==> config.mk <==
export PLATFORM = sky130hd
export DESIGN_NAME = cpsr_regs
export DESIGN_NICKNAME = d
export VERILOG_FILES = /design/src/pkg/cpsr_pkg.sv /design/src/core/cpsr_regs.sv
export VERILOG_INCLUDE_DIRS = /design/src /design/src/pkg
export SDC_FILE = /design/constraint.sdc
export NUM_CORES = 1
export LEC_CHECK = 0
export ABC_AREA = 1
export BUFFER_PORTS_ARGS = -buffer_cell sky130_fd_sc_hd__buf_2
export CORE_AREA = 5 5 87 89
export CTS_CLUSTER_SIZE = 28
export DETAILED_ROUTE_END_ITERATION = 10
export DIE_AREA = 0 0 92 94
export PLACE_DENSITY = 0.78
export SLEW_MARGIN = 25
export SYNTH_ARGS = -nofsm -noshare
export SYNTH_HDL_FRONTEND = slang
export SYNTH_SLANG_ARGS = --single-unit
==> constraint.sdc <==
create_clock -name aclk -period 1.25 [get_ports aclk]
set_input_delay 0.1875 -clock aclk [delete_from_list [all_inputs] [get_ports aclk]]
set_output_delay 0.1875 -clock aclk [all_outputs]
set_load 0.01 [all_outputs]
==> src/pkg/cpsr_defs.svh <==
// Purpose: offsets, field positions, write mask, identity value for the status/identity register bank
// Assumes: 32-bit AXI4-Lite data, one aligned word per register
// Notes: offsets are local choices; identity value is arbitrary
`ifndef CPSR_DEFS_SVH
`define CPSR_DEFS_SVH

`define CPSR_OFF_STATUS 4'h0
`define CPSR_OFF_IDENT 4'h4
`define CPSR_OFF_EVENT 4'h8
`define CPSR_OFF_INTST 4'hC

// status field positions
`define CPSR_BIT_BEV 22
`define CPSR_BIT_TS 21
`define CPSR_BIT_PE 20
`define CPSR_BIT_CM 19
`define CPSR_BIT_PZ 18
`define CPSR_BIT_SWC 17
`define CPSR_BIT_ISC 16
`define CPSR_IM_HI 15
`define CPSR_IM_LO 8

// writable bits: BOOTSTRAP_VECTOR_SELECT, CM, PZ, Swap_caches, Isolate_cache, IM, KU/IE stack; PE is in the mask but not stored (cu/re not modelled)
`define CPSR_WMASK 32'h005FFF3F

// identity value: arbitrary neutral code
`define CPSR_IDENT_VAL 32'h0000_0A5C

`define CPSR_RESP_OKAY 2'h0
`define CPSR_RESP_SLVERR 2'h2

`endif

==> src/pkg/cpsr_pkg.sv <==
// Purpose: shared types for the status/identity register bank
// Assumes: nothing beyond the defs header
// Notes: privilege encoding used by the core-side ports
package cpsr_pkg;
	typedef enum logic {CPSR_KERNEL, CPSR_USER} cpsr_priv_e;
	typedef logic [7:0] cpsr_mask_t;
endpackage

==> src/core/cpsr_regs.sv <==
// Purpose: coprocessor status and identity registers, with cache test controls
// Assumes: core signals are on aclk; software reaches registers over AXI4-Lite
// Notes: cu/re bits and exception vectoring are outside this block
`timescale 1ns/100ps
`include "cpsr_defs.svh"

module cpsr_regs (
	input wire logic aclk, // 20 MHz clock
	input wire logic aresetn, // synchronous reset, active low
	input wire logic [3:0] s_axi_awaddr, // write address
	input wire logic s_axi_awvalid, // write address valid
	output logic s_axi_awready, // write address ready
	input wire logic [31:0] s_axi_wdata, // write data
	input wire logic [3:0] s_axi_wstrb, // write byte strobes
	input wire logic s_axi_wvalid, // write data valid
	output logic s_axi_wready, // write data ready
	output logic [1:0] s_axi_bresp, // write response
	output logic s_axi_bvalid, // write response valid
	input wire logic s_axi_bready, // write response ready
	input wire logic [3:0] s_axi_araddr, // read address
	input wire logic s_axi_arvalid, // read address valid
	output logic s_axi_arready, // read address ready
	output logic [31:0] s_axi_rdata, // read data
	output logic [1:0] s_axi_rresp, // read response
	output logic s_axi_rvalid, // read data valid
	input wire logic s_axi_rready, // read data ready
	input wire logic exc_take, // core takes an exception, one pulse
	input wire logic exc_restore, // core executes restore-from-exception, one pulse
	input wire logic cache_access, // core data-side cache access, one pulse
	input wire logic cache_hit, // hit for that access
	input wire logic cache_store, // access is a store
	input wire logic [5:0] hw_int, // external interrupt requests, pins
	input wire logic [1:0] sw_int, // software interrupt requests
	output logic int_exception, // an unmasked interrupt is pending and the global enable (ec) is set
	output logic use_icache_as_d, // data side served by instruction array
	output logic mem_write_en, // store may go to main memory
	output logic load_from_cache, // load returns cache data even on miss
	output cpsr_pkg::cpsr_priv_e priv_mode, // current privilege
	output logic bootstrap_vector_select // exception vectors in boot space
);
	import cpsr_pkg::*;

	logic swap_caches;
	logic isolate_cache;
	logic isolated_miss_flag;
	logic parity_zero_field;
	cpsr_mask_t interrupt_mask_bits;
	logic [5:0] stack; // {ko, eo, kp, ep, kc, ec}
	logic [5:0] hw_meta;
	logic [5:0] hw_sync;
	logic aw_held;
	logic w_held;
	logic [3:0] aw_addr;
	logic [31:0] w_data;
	logic [3:0] w_strb;
	logic do_write;
	logic status_wr;
	logic [31:0] status_val;
	logic [31:0] next_status;
	logic miss_event;
	logic [7:0] pending;
	logic [31:0] strb_mask;

	// two flops before the external interrupt pins reach any logic
	always_ff @(posedge aclk) begin
		if (!aresetn) begin
			hw_meta <= 6'h00;
			hw_sync <= 6'h00;
		end else begin
			hw_meta <= hw_int;
			hw_sync <= hw_meta;
		end
	end

	// write channel: address and data accepted in either order, then response
	assign s_axi_awready = !aw_held && !s_axi_bvalid;
	assign s_axi_wready = !w_held && !s_axi_bvalid;
	assign do_write = aw_held && w_held && !s_axi_bvalid;

	always_ff @(posedge aclk) begin
		if (!aresetn) begin
			aw_held <= 1'b0;
			aw_addr <= 4'h0;
		end else if (s_axi_awvalid && s_axi_awready) begin
			aw_held <= 1'b1;
			aw_addr <= s_axi_awaddr;
		end else if (do_write) begin
			aw_held <= 1'b0;
		end
	end

	always_ff @(posedge aclk) begin
		if (!aresetn) begin
			w_held <= 1'b0;
			w_data <= 32'h0000_0000;
			w_strb <= 4'h0;
		end else if (s_axi_wvalid && s_axi_wready) begin
			w_held <= 1'b1;
			w_data <= s_axi_wdata;
			w_strb <= s_axi_wstrb;
		end else if (do_write) begin
			w_held <= 1'b0;
		end
	end

	always_ff @(posedge aclk) begin
		if (!aresetn) begin
			s_axi_bvalid <= 1'b0;
			s_axi_bresp <= `CPSR_RESP_OKAY;
		end else if (do_write) begin
			s_axi_bvalid <= 1'b1;
			s_axi_bresp <= (aw_addr[3:2] == 2'h2 || aw_addr[3:2] == 2'h3)
				? `CPSR_RESP_SLVERR : `CPSR_RESP_OKAY;
		end else if (s_axi_bready) begin
			s_axi_bvalid <= 1'b0;
		end
	end

	assign status_wr = do_write && aw_addr[3:2] == 2'(`CPSR_OFF_STATUS >> 2);

	generate
		for (genvar b = 0; b < 4; b++) begin : g_strb
			assign strb_mask[8*b +: 8] = {8{w_strb[b]}};
		end
	endgenerate

	// assembled status word; reserved and parity error bits read zero
	always_comb begin
		status_val = 32'h0000_0000;
		status_val[`CPSR_BIT_BEV] = bootstrap_vector_select;
		status_val[`CPSR_BIT_TS] = 1'b1;
		status_val[`CPSR_BIT_PE] = 1'b0;
		status_val[`CPSR_BIT_CM] = isolated_miss_flag;
		status_val[`CPSR_BIT_PZ] = parity_zero_field;
		status_val[`CPSR_BIT_SWC] = swap_caches;
		status_val[`CPSR_BIT_ISC] = isolate_cache;
		status_val[`CPSR_IM_HI:`CPSR_IM_LO] = interrupt_mask_bits;
		status_val[5:0] = stack;
	end

	// only writable bits under active strobes change; the rest keep status_val
	assign next_status = (status_val & ~(strb_mask & `CPSR_WMASK))
		| (w_data & strb_mask & `CPSR_WMASK);

	// isolated miss: any data-side miss while the data array is cut off
	assign miss_event = cache_access && !cache_hit && isolate_cache;

	always_ff @(posedge aclk) begin
		if (!aresetn) begin
			swap_caches <= 1'b0;
			bootstrap_vector_select <= 1'b1;
			isolate_cache <= 1'b0;
			parity_zero_field <= 1'b0;
			interrupt_mask_bits <= 8'h00;
		end else if (status_wr) begin
			swap_caches <= next_status[`CPSR_BIT_SWC];
			bootstrap_vector_select <= next_status[`CPSR_BIT_BEV];
			isolate_cache <= next_status[`CPSR_BIT_ISC];
			parity_zero_field <= next_status[`CPSR_BIT_PZ];
			interrupt_mask_bits <= next_status[`CPSR_IM_HI:`CPSR_IM_LO];
		end
	end

	// miss flag: hardware set wins over a software write of zero
	always_ff @(posedge aclk) begin
		if (!aresetn) begin
			isolated_miss_flag <= 1'b0;
		end else if (miss_event) begin
			isolated_miss_flag <= 1'b1;
		end else if (status_wr) begin
			isolated_miss_flag <= next_status[`CPSR_BIT_CM];
		end
	end

	// privilege/enable stack; exception beats software write, restore next
	always_ff @(posedge aclk) begin
		if (!aresetn) begin
			stack <= 6'h00;
		end else if (exc_take) begin
			stack <= {stack[3:0], 2'b00};
		end else if (exc_restore) begin
			stack <= {stack[5:4], stack[5:2]};
		end else if (status_wr) begin
			stack <= next_status[5:0];
		end
	end

	// read channel: one cycle from address to data
	assign s_axi_arready = !s_axi_rvalid;

	always_ff @(posedge aclk) begin
		if (!aresetn) begin
			s_axi_rvalid <= 1'b0;
			s_axi_rdata <= 32'h0000_0000;
			s_axi_rresp <= `CPSR_RESP_OKAY;
		end else if (s_axi_arvalid && s_axi_arready) begin
			s_axi_rvalid <= 1'b1;
			s_axi_rresp <= `CPSR_RESP_OKAY;
			case (s_axi_araddr[3:2])
				2'h0: s_axi_rdata <= status_val;
				2'h1: s_axi_rdata <= `CPSR_IDENT_VAL;
				default: begin
					s_axi_rdata <= 32'h0000_0000;
					s_axi_rresp <= `CPSR_RESP_SLVERR;
				end
			endcase
		end else if (s_axi_rready) begin
			s_axi_rvalid <= 1'b0;
		end
	end

	// interrupt gating: mask bit per source, global enable over all
	assign pending = {hw_sync, sw_int} & interrupt_mask_bits;
	assign int_exception = stack[0] && (|pending);

	assign priv_mode = stack[1] ? CPSR_USER : CPSR_KERNEL;
	assign use_icache_as_d = swap_caches;
	// stores never reach memory while isolated; loads come from cache only while isolated
	assign mem_write_en = !isolate_cache;
	assign load_from_cache = isolate_cache;

endmodule // cpsr_regs

==> impl_metrics.yaml <==
final_layout:
  regArea_sq_um: 1660
  layout.nets: 578
  final.fill_count: 592
  diodes: 0
  drive_gt1_share_pct: 30.4
  utilization_pct: 62.2
  area_growth_pct: 29.4
  multi_input_area_sq_um: 1390
clock_tree:
  numCtsBuffers: 9
  cts_hold_buf: 0
  clk_latency_ns: 0.35
  cts_tree: "built"
  clk_pin_slew_ns: 0.08
  clock_path_buffers: 2
  root_buffer: "clkbuf_8"
  clock-sinks: 82
  cts_max_level: 3
power:
  p_per_area_nw_per_um2: 1370
  clockPowerShare_pct: 38.8
  p_sw_mw: 1.39
  netSwitchingFraction_pct: 24.5
  p_comb_share_pct: 11.4
  ir_worst_vdd_uv: 791
  pwr-share-seq_pct: 49.8
  p_int_mw: 4.29
  leakage_nw: 1.90
place:
  gp_congestion: 0.836
  portBuffers: 78
  hpwlAfterDp_mm: 5.45
floorplan:
  die-height_microns: 94
  start_util_pct: 48.1
  die_w_microns: 92
  rows: 30
  core_sq_um: 6680
  die_area_sq_um: 8650
  pin_count: 111
worst_hold_path:
  hp-start: "hw_int[1]"
  min_path_type: "input pin to register"
logic_synthesis:
  netlist_instances: 420
  syn_avg_cell_area_sq_um: 7.64
  synth-main-ff-cell: "dfxtp_1"
  netlist_area_sq_um: 3210
  synth-edff-count: 0
  yosysSeqAreaShare_pct: 51.1
  ys_seq_elements: 82
  ys.warnings.count: 0
  synth_cell_types: 22
  async_flop_share_pct: 0
route:
  vias_per_cell: 4.99
  antenna_left: 0
  vias: 2988
  wl_per_cell_microns: 13.0
  wl_mm: 7.79
  drt_iter0_markers: 195
  first_pass_iters: 5
  post-route-drc-count: 0
worst_setup_path:
  crit_family: "flip-flops"
  cp-start-kind: "register"
  crit_required_ns: 1.06
  crit_path_max_fanout: 2
  regToRegStartpoint: "s_axi_bvalid"
  ff2ff_setup_slack_ns: 0.01
  crit_path_max_incr_delay_ns: 0.33
  critPathBufInv: 1
  end_kind: "output pin"
  critPathKind: "register to output pin"
  arrival_ns: 1.18
  worstPathCellList: "nand2_1 -> nand4_1 -> o21a_1 -> buf_2"
  cp_slowest_cell: "dfxtp_2"
run_status:
  violations: "negative setup slack"
  status: "complete, but fails checks"
run:
  max-cap-violations: 0
grt:
  grt.met2_usage_pct: 27.2
  grt_busiest_layer: "met2"
  met1_usage_pct: 24.0
  grt_pass1_vias: 2613
  grt_use_met3_pct: 5.21
  grt-ovfl-total: 0
  grt_max_degree: 26
  grt_usage_pct: 17.7
  grt_first_pass_wirelength_mm: 12.3
  antenna_found_initial: 0
sta:
  layout_setup_ws_ns: -0.119
  finClkSkew_ns: 0.0105
  finalHoldViolations: 0
  slew_violations: 0
  fin_crit_sh_pct: 110
  rsz0062_at_grt: "yes"
  fmax_mhz: 730
  whs_ns: 0.0158
  fin_setup_tns_ns: -0.122
  post-route-min-period_ns: 1.37
  setup_viol: 2
layout by cell type, fill, tap and decap left out:
cell	count
buf_2	77
conb_1	13
o21ai_1	7
clkbuf_8	12
clkbuf_16	1
buf_4	16
nand2_4	1
clkinvlp_4	1
nand2_2	3
nand3_1	17
nand4_1	13
dfxtp_1	72
nor2_2	1
a21oi_2	12
dfxtp_2	8
dfxtp_4	2
nand3_4	3
o21ai_2	1
o21a_1	3
inv_2	3
nand2_1	95
nor3_4	1
o21ai_0	25
nor2_1	54
clkinv_2	1
inv_1	28
buf_12	2
nor2_4	3
bufinv_16	2
nand3b_1	1
a21oi_1	33
buf_6	7
nand3_2	1
routing by layer:
layer / vias up / share of wire, %
li1: 1523 / -
met1: 1347 / 45
met2: 107 / 46
met3: 11 / 7.3
met4: 0 / 1.8
met5: - / 0
metrics by stage:
| step | setup WS, ns | total power, mW | instance area, sq um | cells |
|---|---|---|---|---|
| finish | -0.119 | 5.68 | 4160 | 599 |
| global route | -0.222 | 5.95 | 4160 | 599 |
| CTS | -0.122 | 5.65 | 3970 | 592 |
| detailed placement | -0.0664 | 3.44 | 3650 | 571 |
| global placement | -0.0383 | 3.42 | 3650 | 571 |
| floorplan | 0.0420 | 3.27 | 3260 | 432 |
layout make-up:
cell class,count,share of cell area [%]
clock inverter,4,1.75
clock buffer,12,3.97
timing repair buffer,103,15.6
multi-input combinational,287,33.5
inverter,31,2.80
tap,80,2.41
sequential,82,39.9
cell families (layout without fill, tap and decap cells):
group	after synthesis	after routing	synth area share, %
AO/OA/AOI/OAI	81	81	12.9
buffers and inverters	63	150	10.5
AND/OR/NAND/NOR	193	193	25.4
flip-flops	82	82	51.1
other	1	13	0.117
power groups by stage:
stage	clock (mW)	sequential, mW	combinational, mW
floorplan	0	2.87	0.400
global placement	0	2.87	0.543
detailed placement	0	2.88	0.556
CTS	2.25	2.82	0.575
global route	2.39	2.84	0.721
finish	2.20	2.83	0.646
final timing paths:
kind,end,cells after the start
worst max register to register,register,7
worst max-delay path,int_exception,4
worst min-delay path,hw_meta[1],3
worst min register to register,hw_sync[5],2
Yosys cell counts, types with 2 or more instances:
library cell / instances / area, sq um
dfxtp_1: 82 / 1640
inv_2: 3 / 11.3
clkbuf_1: 3 / 11.3
nor2_2: 2 / 12.5
o21ai_0: 29 / 145
a21oi_1: 45 / 225
nor2_1: 55 / 206
inv_1: 28 / 105
buf_2: 6 / 30.0
buf_1: 3 / 11.3
o21ai_1: 4 / 20.0
nand4_1: 13 / 81.3
buf_6: 5 / 56.3
buf_4: 15 / 113
nand2_1: 98 / 368
o21a_1: 3 / 22.5
nand3_1: 21 / 105
worst reg2reg max path: stages, from the launching register on:
cell     delay [ns]
dfxtp_4        0.36
buf_6          0.11
nor2_4         0.16
buf_12         0.16
nand3_4        0.11
nand2_2        0.10
nand2_2        0.05
a21oi_2        0.12
what timing repair did:
action / 4_1_cts / 5_1_grt
buffers inserted: 5 / 6
gates resized for setup: 16 / 34
gates cloned: 0 / 1
endpoints found under the setup margin: 14 / 26
pin swaps: 4 / 12
Note: power is estimated with default switching activity, not from simulation.
